File: src/hw/pctos_regs.vh
// Register map, field positions, reset values and timing counts of the pixel clock output stage
`ifndef PCTOS_REGS_VH
`define PCTOS_REGS_VH

// Register byte offsets
`define PCTOS_CTRL_OFS 4'h0
`define PCTOS_RATE_OFS 4'h4
`define PCTOS_STAT_OFS 4'h8

// Control register fields
`define PCTOS_SRC_LSB 0
`define PCTOS_SRC_MSB 3
`define PCTOS_TDRV_BIT 4
`define PCTOS_BDRV_BIT 5
`define PCTOS_DIVB_LSB 8
`define PCTOS_DIVB_MSB 9
`define PCTOS_DIVD_LSB 10
`define PCTOS_DIVD_MSB 11

// Rate register fields
`define PCTOS_HALF_LSB 0
`define PCTOS_HALF_MSB 15
`define PCTOS_CUSTOM_BIT 16

// Timing source codes
`define PCTOS_SRC_HSYNC 4'h0
`define PCTOS_SRC_HBLANK 4'h1
`define PCTOS_SRC_VSYNC 4'h2
`define PCTOS_SRC_VBLANK 4'h3
`define PCTOS_SRC_FSYNC 4'h4
`define PCTOS_SRC_FDIGITAL 4'h5
`define PCTOS_SRC_ACTIVE 4'h6
`define PCTOS_SRC_CADENCE 4'h7
`define PCTOS_SRC_AUDIO 4'h8
`define PCTOS_SRC_CUSTOM1 4'h9
`define PCTOS_SRC_CUSTOM2 4'hA
`define PCTOS_SRC_CUSTOM3 4'hB
`define PCTOS_SRC_CUSTOM4 4'hC

// Divider codes
`define PCTOS_DIV_1 2'h0
`define PCTOS_DIV_2 2'h1
`define PCTOS_DIV_4 2'h2

// Reset values
`define PCTOS_CTRL_RST 32'h00000006
`define PCTOS_RATE_RST 32'h00000005

// Fundamental half periods in ref_clk cycles, picked by the low select bits
`define PCTOS_HALF_STD0 16'h0009
`define PCTOS_HALF_STD1 16'h0005
`define PCTOS_HALF_STD2 16'h0003
`define PCTOS_HALF_STD3 16'h0002

// AXI responses
`define PCTOS_RESP_OKAY 2'h0
`define PCTOS_RESP_SLVERR 2'h2

`endif

File: src/hw/pctos_clk_div.v
// Glitch-free divider that turns fundamental half-period ticks into one output clock
`timescale 1ns/1ps
`default_nettype none

`include "pctos_regs.vh"

module pctos_clk_div (
    input wire ref_clk,
    input wire rst,
    input wire half_tick,
    input wire [1:0] div_code,
    output reg level
);

    reg [1:0] cnt;
    reg [1:0] cur_code;

    // Last count of fundamental half periods in an output half period, one less than the count, for a divider code
    function [1:0] last_half;
        input [1:0] code;
        begin
            if (code == `PCTOS_DIV_2) begin
                last_half = 2'h1;
            end else if (code == `PCTOS_DIV_1) begin
                last_half = 2'h0;
            end else begin
                last_half = 2'h3;
            end
        end
    endfunction

    // A new code is adopted only as the output rises, so every half period is whole
    always @(posedge ref_clk) begin
        if (rst) begin
            cnt <= 2'h0;
            level <= 1'b0;
            cur_code <= `PCTOS_DIV_1;
        end else if (half_tick) begin
            if (cnt == last_half(cur_code)) begin
                cnt <= 2'h0;
                level <= ~level;
                if (!level) begin
                    cur_code <= div_code;
                end
            end else begin
                cnt <= cnt + 2'h1;
            end
        end
    end

endmodule

`default_nettype wire

File: src/hw/pctos_top.v
// Pixel clock and timing output stage with an AXI4-Lite register slave
// Registers
// Control: timing source, two drive strengths, two divider codes
// Rate: custom half period and its enable
// Status: select pins, enable, fundamental level, half length
// Unmapped words read zero and answer with a slave error
`timescale 1ns/1ps
`default_nettype none

`include "pctos_regs.vh"

module pctos_top (
    input wire ref_clk,
    input wire rst,
    input wire [5:0] picture_standard_select,
    input wire hsync,
    input wire hblank,
    input wire vsync,
    input wire vblank,
    input wire field_sync,
    input wire digital_field,
    input wire active_picture_flag,
    input wire ten_field_cadence_id,
    input wire audio_frame_sync_pulse,
    input wire [3:0] custom_timing,
    input wire [3:0] s_axi_awaddr,
    input wire s_axi_awvalid,
    output reg s_axi_awready,
    input wire [31:0] s_axi_wdata,
    input wire [3:0] s_axi_wstrb,
    input wire s_axi_wvalid,
    output reg s_axi_wready,
    output reg [1:0] s_axi_bresp,
    output reg s_axi_bvalid,
    input wire s_axi_bready,
    input wire [3:0] s_axi_araddr,
    input wire s_axi_arvalid,
    output reg s_axi_arready,
    output reg [31:0] s_axi_rdata,
    output reg [1:0] s_axi_rresp,
    output reg s_axi_rvalid,
    input wire s_axi_rready,
    output reg timing_out,
    output reg timing_out_oe,
    output reg timing_out_drive_high,
    output reg pixel_clock_out_b,
    output reg pixel_clock_out_b_drive_high,
    output reg pixel_clock_out_diff_p,
    output reg pixel_clock_out_diff_n,
    output reg pixel_clock_out_diff_oe
);

    reg [31:0] ctrl;
    reg [31:0] rate;
    reg [3:0] aw_addr;
    reg aw_held;
    reg [31:0] w_data;
    reg [3:0] w_strb;
    reg w_held;
    reg [15:0] half_cnt;
    reg [15:0] half_len;
    reg fund_level;
    reg half_tick;
    reg timing_hold;
    reg next_timing;
    wire outputs_on;
    wire [15:0] next_half_len;
    wire div_b_level;
    wire div_d_level;
    wire b_rise;
    wire [15:0] custom_half;
    wire [31:0] status_word;

    // Select zero means no standard: pair and timing pin float, clock b held low
    assign outputs_on = (picture_standard_select != 6'h00);

    // Merge a write word into a register under its byte strobes
    // Bytes without a strobe keep their old contents
    function [31:0] merge_bytes;
        input [31:0] old;
        input [31:0] data;
        input [3:0] strb;
        integer i;
        begin
            merge_bytes = old;
            for (i = 0; i < 4; i = i + 1) begin
                if (strb[i]) begin
                    merge_bytes[i*8 +: 8] = data[i*8 +: 8];
                end
            end
        end
    endfunction

    // Word decode shared by the write and read channels
    function addr_hit;
        input [3:0] addr;
        input [3:0] ofs;
        begin
            addr_hit = (addr[3:2] == ofs[3:2]);
        end
    endfunction

    // Half period of the fundamental picked by the standard select pins
    // Only the two low select bits matter; higher codes reuse the same four rates
    function [15:0] std_half;
        input [5:0] sel;
        begin
            if (sel[1:0] == 2'h0) begin
                std_half = `PCTOS_HALF_STD0;
            end else if (sel[1:0] == 2'h1) begin
                std_half = `PCTOS_HALF_STD1;
            end else if (sel[1:0] == 2'h2) begin
                std_half = `PCTOS_HALF_STD2;
            end else begin
                std_half = `PCTOS_HALF_STD3;
            end
        end
    endfunction

    // A zero custom length is raised to one; the counter compare would toggle every cycle for either
    assign custom_half = (rate[`PCTOS_HALF_MSB:`PCTOS_HALF_LSB] == 16'h0000) ? 16'h0001 :
        rate[`PCTOS_HALF_MSB:`PCTOS_HALF_LSB];

    assign next_half_len = rate[`PCTOS_CUSTOM_BIT] ? custom_half :
        std_half(picture_standard_select);

    // Status snapshot; the fundamental level may have moved by the time it is read
    assign status_word = {half_len, 8'h00, fund_level, outputs_on, picture_standard_select};

    // Write address and data are taken independently, in either order
    // Ready pulses one cycle, so a valid still held is never taken twice
    always @(posedge ref_clk) begin
        if (rst) begin
            s_axi_awready <= 1'b0;
            s_axi_wready <= 1'b0;
            aw_held <= 1'b0;
            w_held <= 1'b0;
            aw_addr <= 4'h0;
            w_data <= 32'h00000000;
            w_strb <= 4'h0;
        end else begin
            s_axi_awready <= !aw_held && !s_axi_awready && s_axi_awvalid;
            s_axi_wready <= !w_held && !s_axi_wready && s_axi_wvalid;
            if (s_axi_awvalid && s_axi_awready) begin
                aw_held <= 1'b1;
                aw_addr <= s_axi_awaddr;
            end else if (aw_held && w_held && !s_axi_bvalid) begin
                aw_held <= 1'b0;
            end
            if (s_axi_wvalid && s_axi_wready) begin
                w_held <= 1'b1;
                w_data <= s_axi_wdata;
                w_strb <= s_axi_wstrb;
            end else if (aw_held && w_held && !s_axi_bvalid) begin
                w_held <= 1'b0;
            end
        end
    end

    // Register update and write response once both halves have arrived
    // A write to status or to an unmapped word changes no register
    always @(posedge ref_clk) begin
        if (rst) begin
            ctrl <= `PCTOS_CTRL_RST;
            rate <= `PCTOS_RATE_RST;
            s_axi_bvalid <= 1'b0;
            s_axi_bresp <= `PCTOS_RESP_OKAY;
        end else begin
            if (s_axi_bvalid && s_axi_bready) begin
                s_axi_bvalid <= 1'b0;
            end else if (aw_held && w_held && !s_axi_bvalid) begin
                s_axi_bvalid <= 1'b1;
                s_axi_bresp <= `PCTOS_RESP_OKAY;
                if (addr_hit(aw_addr, `PCTOS_CTRL_OFS)) begin
                    ctrl <= merge_bytes(ctrl, w_data, w_strb) & 32'h00000F3F;
                end else if (addr_hit(aw_addr, `PCTOS_RATE_OFS)) begin
                    rate <= merge_bytes(rate, w_data, w_strb) & 32'h0001FFFF;
                end else if (addr_hit(aw_addr, `PCTOS_STAT_OFS)) begin
                    s_axi_bresp <= `PCTOS_RESP_OKAY;
                end else begin
                    s_axi_bresp <= `PCTOS_RESP_SLVERR;
                end
            end
        end
    end

    // Read channel: one read at a time, data answered the cycle after the address
    // A second address waits until the data of the first has been taken
    always @(posedge ref_clk) begin
        if (rst) begin
            s_axi_arready <= 1'b0;
            s_axi_rvalid <= 1'b0;
            s_axi_rdata <= 32'h00000000;
            s_axi_rresp <= `PCTOS_RESP_OKAY;
        end else begin
            s_axi_arready <= !s_axi_arready && !s_axi_rvalid && s_axi_arvalid;
            if (s_axi_rvalid && s_axi_rready) begin
                s_axi_rvalid <= 1'b0;
            end else if (s_axi_arvalid && s_axi_arready) begin
                s_axi_rvalid <= 1'b1;
                s_axi_rresp <= `PCTOS_RESP_OKAY;
                if (addr_hit(s_axi_araddr, `PCTOS_CTRL_OFS)) begin
                    s_axi_rdata <= ctrl;
                end else if (addr_hit(s_axi_araddr, `PCTOS_RATE_OFS)) begin
                    s_axi_rdata <= rate;
                end else if (addr_hit(s_axi_araddr, `PCTOS_STAT_OFS)) begin
                    s_axi_rdata <= status_word;
                end else begin
                    s_axi_rdata <= 32'h00000000;
                    s_axi_rresp <= `PCTOS_RESP_SLVERR;
                end
            end
        end
    end

    // fundamental clock from the pin-selected rate, or the custom rate when enabled
    // new rate adopted only at a period boundary
    // Counter restarts at every toggle, so a shorter length never strands it
    always @(posedge ref_clk) begin
        if (rst) begin
            half_cnt <= 16'h0000;
            half_len <= `PCTOS_HALF_STD0;
            fund_level <= 1'b0;
            half_tick <= 1'b0;
        end else begin
            half_tick <= 1'b0;
            if (half_cnt + 16'h0001 >= half_len) begin
                half_cnt <= 16'h0000;
                half_tick <= 1'b1;
                fund_level <= ~fund_level;
                if (fund_level) begin
                    half_len <= next_half_len;
                end
            end else begin
                half_cnt <= half_cnt + 16'h0001;
            end
        end
    end

    // Each divider holds a new code until its own output rises
    // divider for output b
    pctos_clk_div u_div_b (
        .ref_clk(ref_clk),
        .rst(rst),
        .half_tick(half_tick),
        .div_code(ctrl[`PCTOS_DIVB_MSB:`PCTOS_DIVB_LSB]),
        .level(div_b_level)
    );

    // Shares the fundamental tick with output b, so the two stay phase related
    // divider for the differential pair
    pctos_clk_div u_div_d (
        .ref_clk(ref_clk),
        .rst(rst),
        .half_tick(half_tick),
        .div_code(ctrl[`PCTOS_DIVD_MSB:`PCTOS_DIVD_LSB]),
        .level(div_d_level)
    );

    // Spare codes fall back to the active flag rather than a fixed level
    // source multiplexer
    always @* begin
        case (ctrl[`PCTOS_SRC_MSB:`PCTOS_SRC_LSB])
            `PCTOS_SRC_HSYNC: next_timing = hsync;
            `PCTOS_SRC_HBLANK: next_timing = hblank;
            `PCTOS_SRC_VSYNC: next_timing = vsync;
            `PCTOS_SRC_VBLANK: next_timing = vblank;
            `PCTOS_SRC_FSYNC: next_timing = field_sync;
            `PCTOS_SRC_FDIGITAL: next_timing = digital_field;
            `PCTOS_SRC_CADENCE: next_timing = ten_field_cadence_id;
            `PCTOS_SRC_AUDIO: next_timing = audio_frame_sync_pulse;
            `PCTOS_SRC_CUSTOM1: next_timing = custom_timing[0];
            `PCTOS_SRC_CUSTOM2: next_timing = custom_timing[1];
            `PCTOS_SRC_CUSTOM3: next_timing = custom_timing[2];
            `PCTOS_SRC_CUSTOM4: next_timing = custom_timing[3];
            // active picture flag is the reset source and the fallback
            default: next_timing = active_picture_flag;
        endcase
    end

    // Rising edge of the fundamental, the instant the timing output may move
    // Tick and level are registered on the same edge, so this is the first cycle the fundamental is high
    assign b_rise = half_tick && fund_level;

    // At quarter rate on both clocks a move may fall between clock edges
    // timing sampled only on fundamental rising edges
    always @(posedge ref_clk) begin
        if (rst) begin
            timing_hold <= 1'b0;
        end else if (b_rise) begin
            timing_hold <= next_timing;
        end
    end

    // All pins share one register stage so the timing stays in step with the clocks
    // The pair keeps complementary levels while floated; only the enable drops
    always @(posedge ref_clk) begin
        if (rst) begin
            timing_out <= 1'b0;
            timing_out_oe <= 1'b0;
            timing_out_drive_high <= 1'b0;
            pixel_clock_out_b <= 1'b0;
            pixel_clock_out_b_drive_high <= 1'b0;
            pixel_clock_out_diff_p <= 1'b0;
            pixel_clock_out_diff_n <= 1'b1;
            pixel_clock_out_diff_oe <= 1'b0;
        end else begin
            timing_out <= timing_hold;
            // float timing pin when no standard
            timing_out_oe <= outputs_on;
            timing_out_drive_high <= ctrl[`PCTOS_TDRV_BIT];
            // output b held low, never floated
            pixel_clock_out_b <= outputs_on & div_b_level;
            pixel_clock_out_b_drive_high <= ctrl[`PCTOS_BDRV_BIT];
            pixel_clock_out_diff_p <= div_d_level;
            pixel_clock_out_diff_n <= ~div_d_level;
            pixel_clock_out_diff_oe <= outputs_on;
        end
    end

endmodule

`default_nettype wire

File: config.mk
export PLATFORM = sky130hd
export DESIGN_NAME = pctos_top
export DESIGN_NICKNAME = d
export VERILOG_FILES = /design/src/hw/pctos_clk_div.v /design/src/hw/pctos_top.v
export VERILOG_INCLUDE_DIRS = /design/src /design/src/hw
export SDC_FILE = /design/constraint.sdc
export NUM_CORES = 1
export LEC_CHECK = 0
export BUFFER_PORTS_ARGS = -buffer_cell sky130_fd_sc_hd__clkbuf_2
export CAP_MARGIN = 20
export CORE_UTILIZATION = 59
export CTS_CLUSTER_SIZE = 25
export DETAILED_ROUTE_END_ITERATION = 8
export HOLD_SLACK_MARGIN = 0.15
export MAX_ROUTING_LAYER = met4
export PLACE_DENSITY_LB_ADDON = 0.3
export SLEW_MARGIN = 25
export SYNTH_ARGS = -nofsm -noshare
export SYNTH_HDL_FRONTEND = slang
export SYNTH_SLANG_ARGS = --single-unit
File: constraint.sdc
create_clock -name ref_clk -period 4.34 [get_ports ref_clk]
set_clock_uncertainty 0.05 [all_clocks]
set_input_delay 0.434 -clock ref_clk [delete_from_list [all_inputs] [get_ports ref_clk]]
set_output_delay 0.434 -clock ref_clk [all_outputs]
set_load 0.005 [all_outputs]
==> results.md <==
- The run finished with clean final reports.
- The post-layout minimum cycle time is 3.458 ns.
- In the global route stage, overall resource usage came out at 28.22%.
- The number of unique standard cell types used by synthesis is a little under 60.
- After technology mapping, the gate count stands at 709.
- Relative to the synthesized area, the layout overhead comes to 21.57%.
- Wires add up to 14430 um.
- The setup TNS after final layout is 0 ns.
- Summing the areas of all and, or, nand and nor instances in the mapped netlist gives 25.07% of the synthesized area.
- The sort of element at the end of the critical path is a flop.
- The mapped cell area is roughly 6200 um^2.
- The slowest stage of the critical path is the sky130_fd_sc_hd__nor4b_2 cell.
- After floorplanning, the core was divided into 36 placement rows.
- The via total after detailed routing is ~5.3k.
- The initial antenna violation count was 0.
- After synthesis, the largest area contributor takes up 46.01% of total cell area.
- Once placement finished, the instance area stood at 6670 um^2.
- The later pin in the worst-skew pair is clocked with a latency of ~0.53 ns.
- The max-slew violation count is 0.
- The critical path is of the reg2reg type.
- The total congestion overflow after global routing is 0.
- The XOR/XNOR share of the synthesized area is 2.835%.
- Setup repair after global routing left no endpoint under its margin.
- Ranked by total cell area, the synthesized netlist is headed by sky130_fd_sc_hd__dfxtp_1, sky130_fd_sc_hd__nand2_1, sky130_fd_sc_hd__a21oi_1.
- The count of cells in the finished layout, fillers not included, comes to 959.
- The power density over the cells is 381.8 nW/um^2.
- In this run, post-CTS repair resized a total of 0 instances.
- The core region is 9955 um^2.
- The worst setup path is launched from a flop.
- STA puts the critical path data required time at 4.75 ns.
- In this run, synthesis inferred 0 flip-flops with an integrated enable.
- During I/O placement, the number of pins put on the boundary was 119.
- After legalization and detailed placement, the total HPWL measured 9659 um.
- The maximum number of pins on one net before global-route repair is 74.
- Static timing analysis puts the maximum clock frequency at 289.2 MHz.
- The worst pin sits at a relative slew slack of between 30 and 40%.
- The library cell appearing most often on the critical path is sky130_fd_sc_hd__nand4_1.
- Among cell families on the critical path, the largest total delay comes from simple AND/OR/NAND/NOR gates.
- Across the VDD grid, the largest voltage drop is 0.2801 mV.
- Counting the fill cells in the layout gives 734.
- Setup violations remaining at the end of the flow were counted as 0.
- Sequential elements use between 40% and 50% of the synthesized area.
- Of all flip-flops after synthesis, the portion carrying an async set or reset was 0%.
- The buffer cell driving the clock tree root is sky130_fd_sc_hd__clkbuf_8.
- CTS built an H-tree with a depth of 4.
- Data on the critical path arrives at its endpoint at 3.87 ns.
- The number of failing hold endpoints at the final stage is 0.
- The post-synthesis area per instance is 8.714 um^2.
- The slew of the pin with the lowest slew margin is 0.9156 ns.
- After Yosys synthesis, full adders, half adders and majority gates account for 3.443% of the synthesized area.
- The total die area is 10880 um^2.
- In the finished design, the share of the clock period the worst path needs comes to 79.68%.
- The critical path goes through and4_1 -> nand4_1 -> nor3_1 -> xor2_1 -> ha_1 -> nand4_1 -> nor3_2 -> nor4b_2 -> o31a_1 -> buf_4 -> mux2i_1.
- The vertical extent of the die is 104.3 um.
- In the synthesized netlist the dominant register cell turns out to be sky130_fd_sc_hd__dfxtp_1.
- The share of cells above drive strength 1 is 18.89%.
- The number of detailed-route iterations in the first pass is 5.
- After detailed routing, the average wire length per cell comes to between 15 and 20 um.
- The detailed-route vias per instance is 5.575.
- 0 antenna diodes ended up in the layout.
- The buffer and inverter count on the worst path is 1.
- Of all nets on the critical path, the largest fanout is 13.
- The compound-cell area share of the yosys netlist is 11.91%.
- The main combinational cell family by area after synthesis is simple AND/OR/NAND/NOR gates.
- The first global-routing pass estimated ~24000 um of wire.
- The starting density of the core is between 60% and 70%.
- Clock tree synthesis found a total of around 140 sinks.
- The class of the tightest hold or removal check is in2reg.
- After clock tree synthesis, the clock-pin slew on the worst setup and hold paths is roughly 0.06 ns.
- The post-synthesis mux area share is 6.096%.
- The post-detailed-route count of antenna-violating nets is 0.
- The net total in the final layout is 900.
- The flop and latch count out of synthesis is 142.
- The largest incremental delay on the critical path is 0.55 ns.
- The final routed DRC violation total is 0.
- The number of cells after detailed placement is 899.
- The number of warnings issued by yosys is 0.
- The total clock buffers created by CTS is 17.
- For this design the static power due to leakage is a little under 0.003 uW.
- The finished cells cover ~7500 um^2.
- During placement, the flow inserted port buffers numbering 96.
- The max-cap check violation count is 0.
- Cells fill 75.45% of the core in the end.
- The horizontal die dimension is 104.3 um.
- The number of global-route vias before repair is 5125.
- The clock tree buffer depth is 2.
- The largest area contributor in the synthesized netlist is sky130_fd_sc_hd__dfxtp_1.
- After the first detailed-routing iteration, the DRC count stood at 393.
- TritonCTS built the clock tree.
- The weighted congestion reported at the end of routability-driven placement is ~0.85.
[per-layer routing]
metal | global-route usage [%] | share of wire (%) | vias to the layer above
li1 | - | - | 2648
met1 | 32.94 | 42 | 2516
met2 | 47.45 | 51 | 159
met3 | 6.203 | 4.9 | 23
met4 | 10.41 | 1.7 | 0
met5 | - | 0 | -
[worst paths after layout]
path | startpoint | to | slack, ns | cells past startpoint
worst max-delay path | half_cnt[2] | half_len[4] | 0.88 | 11
worst min-delay path | s_axi_rready | s_axi_rvalid | 0.18 | 3
worst max register to register | half_cnt[2] | half_len[4] | 0.88 | 11
worst min register to register | u_div_d.level | pixel_clock_out_diff_n | 0.37 | 1
[through the flow]
step	setup slack (ns)	hold WS, ns	power (uW)
after floorplan	1.490	0.3413	1454
after CTS	0.8895	0.1575	2884
final	0.8821	0.1836	2868
after detailed placement	0.9217	0.3573	1505
after global routing	0.6007	0.1927	2966
after global placement	1.110	0.3559	1498
[layout by cell type (no fill, tap or decap), types with 3 or more instances in the layout]
master	instances
sky130_fd_sc_hd__clkinvlp_4	5
sky130_fd_sc_hd__nand2b_1	17
sky130_fd_sc_hd__nor3_1	23
sky130_fd_sc_hd__nor2b_1	9
sky130_fd_sc_hd__nor2_1	41
sky130_fd_sc_hd__a211oi_1	9
sky130_fd_sc_hd__and3_1	5
sky130_fd_sc_hd__and2_1	5
sky130_fd_sc_hd__clkinv_2	3
sky130_fd_sc_hd__nand4_1	5
sky130_fd_sc_hd__nand3b_1	14
sky130_fd_sc_hd__xnor2_1	14
sky130_fd_sc_hd__nand3_1	51
sky130_fd_sc_hd__inv_6	3
sky130_fd_sc_hd__nor2b_2	7
sky130_fd_sc_hd__clkbuf_2	95
sky130_fd_sc_hd__dlygate4sd3_1	28
sky130_fd_sc_hd__xor2_1	6
sky130_fd_sc_hd__a221oi_1	3
sky130_fd_sc_hd__buf_4	7
sky130_fd_sc_hd__ha_1	17
sky130_fd_sc_hd__mux2i_1	32
sky130_fd_sc_hd__a211o_1	5
sky130_fd_sc_hd__clkbuf_16	16
sky130_fd_sc_hd__nor4_1	5
sky130_fd_sc_hd__o21ai_0	3
sky130_fd_sc_hd__inv_1	19
sky130_fd_sc_hd__and2b_1	4
sky130_fd_sc_hd__dfxtp_1	142
sky130_fd_sc_hd__nor4b_1	3
sky130_fd_sc_hd__nand2_1	108
sky130_fd_sc_hd__a21oi_1	79
[worst reg2reg max path: stages (launching register included)]
cell and delay, ns:
sky130_fd_sc_hd__dfxtp_1 0.40, sky130_fd_sc_hd__and4_1 0.34, sky130_fd_sc_hd__nand4_1 0.23, sky130_fd_sc_hd__nor3_1 0.24, sky130_fd_sc_hd__xor2_1 0.12, sky130_fd_sc_hd__ha_1 0.30, sky130_fd_sc_hd__nand4_1 0.16, sky130_fd_sc_hd__nor3_2 0.23
sky130_fd_sc_hd__nor4b_2 0.55, sky130_fd_sc_hd__o31a_1 0.28, sky130_fd_sc_hd__buf_4 0.27, sky130_fd_sc_hd__mux2i_1 0.22
[cell families (layout without fill, tap and decap cells)]
family / after synthesis / after routing
adder cells (fa/ha/maj): 17 / 17
flip-flops: 142 / 142
other: 1 / 2
XOR/XNOR: 20 / 20
AND/OR/NAND/NOR: 308 / 308
multiplexers: 35 / 35
AO/OA/AOI/OAI: 121 / 121
buffers and inverters: 65 / 181
[layout make-up]
class                           count  area (um^2)  share of cell area [%]
Tap cell                          133        166.4                   2.216
Multi-Input combinational cell    503         3062                   40.76
Timing Repair Buffer              130        808.3                   10.76
Clock buffer                       19        421.7                   5.614
Inverter                           19        71.32                  0.9495
Sequential cell                   142         2843                   37.85
Clock inverter                     13        138.9                   1.849
[synth_stat cells (all sizes together), types with 2 or more instances]
library cell  instances
nor4b                 4
a211o                 5
xor2                  6
dfxtp               142
and2b                 4
and4                  2
ha                   17
inv                  19
nand4                 5
and3                  5
nor3b                 2
nand3b               14
xnor2                14
nand2b               17
a221oi                3
nor3                 24
nor2                 43
a211oi                9
o21ai                 4
a21oi                81
o31ai                 4
mux2i                32
and2                  5
o311ai                2
nor4                  5
clkbuf               33
a21o                  3
nor2b                17
mux4                  2
buf                  13
a2111oi               2
nand3                51
nand2               108
[timing repair]
item,CTS,global route
hold buffers,28,0
buffers inserted,0,0
setup endpoints to repair,0,0
hold endpoints to repair,26,0
[power by group]
group          internal [uW]  switching, uW
Combinational           73.0           88.2
Clock                    818            551
Sequential              1320           15.3
Total                   2210            655
[registers in the layout (all words and copies together) (netlist names), 2 cells and up]
name              cells
s_axi_rdata          32
rate                 17
w_data               17
half_cnt             16
half_len             16
ctrl                 10
w_strb                3
aw_addr               2
u_div_b.cnt           2
u_div_b.cur_code      2
u_div_d.cnt           2
u_div_d.cur_code      2
No activity file was read; power rests on OpenSTA's default activity.
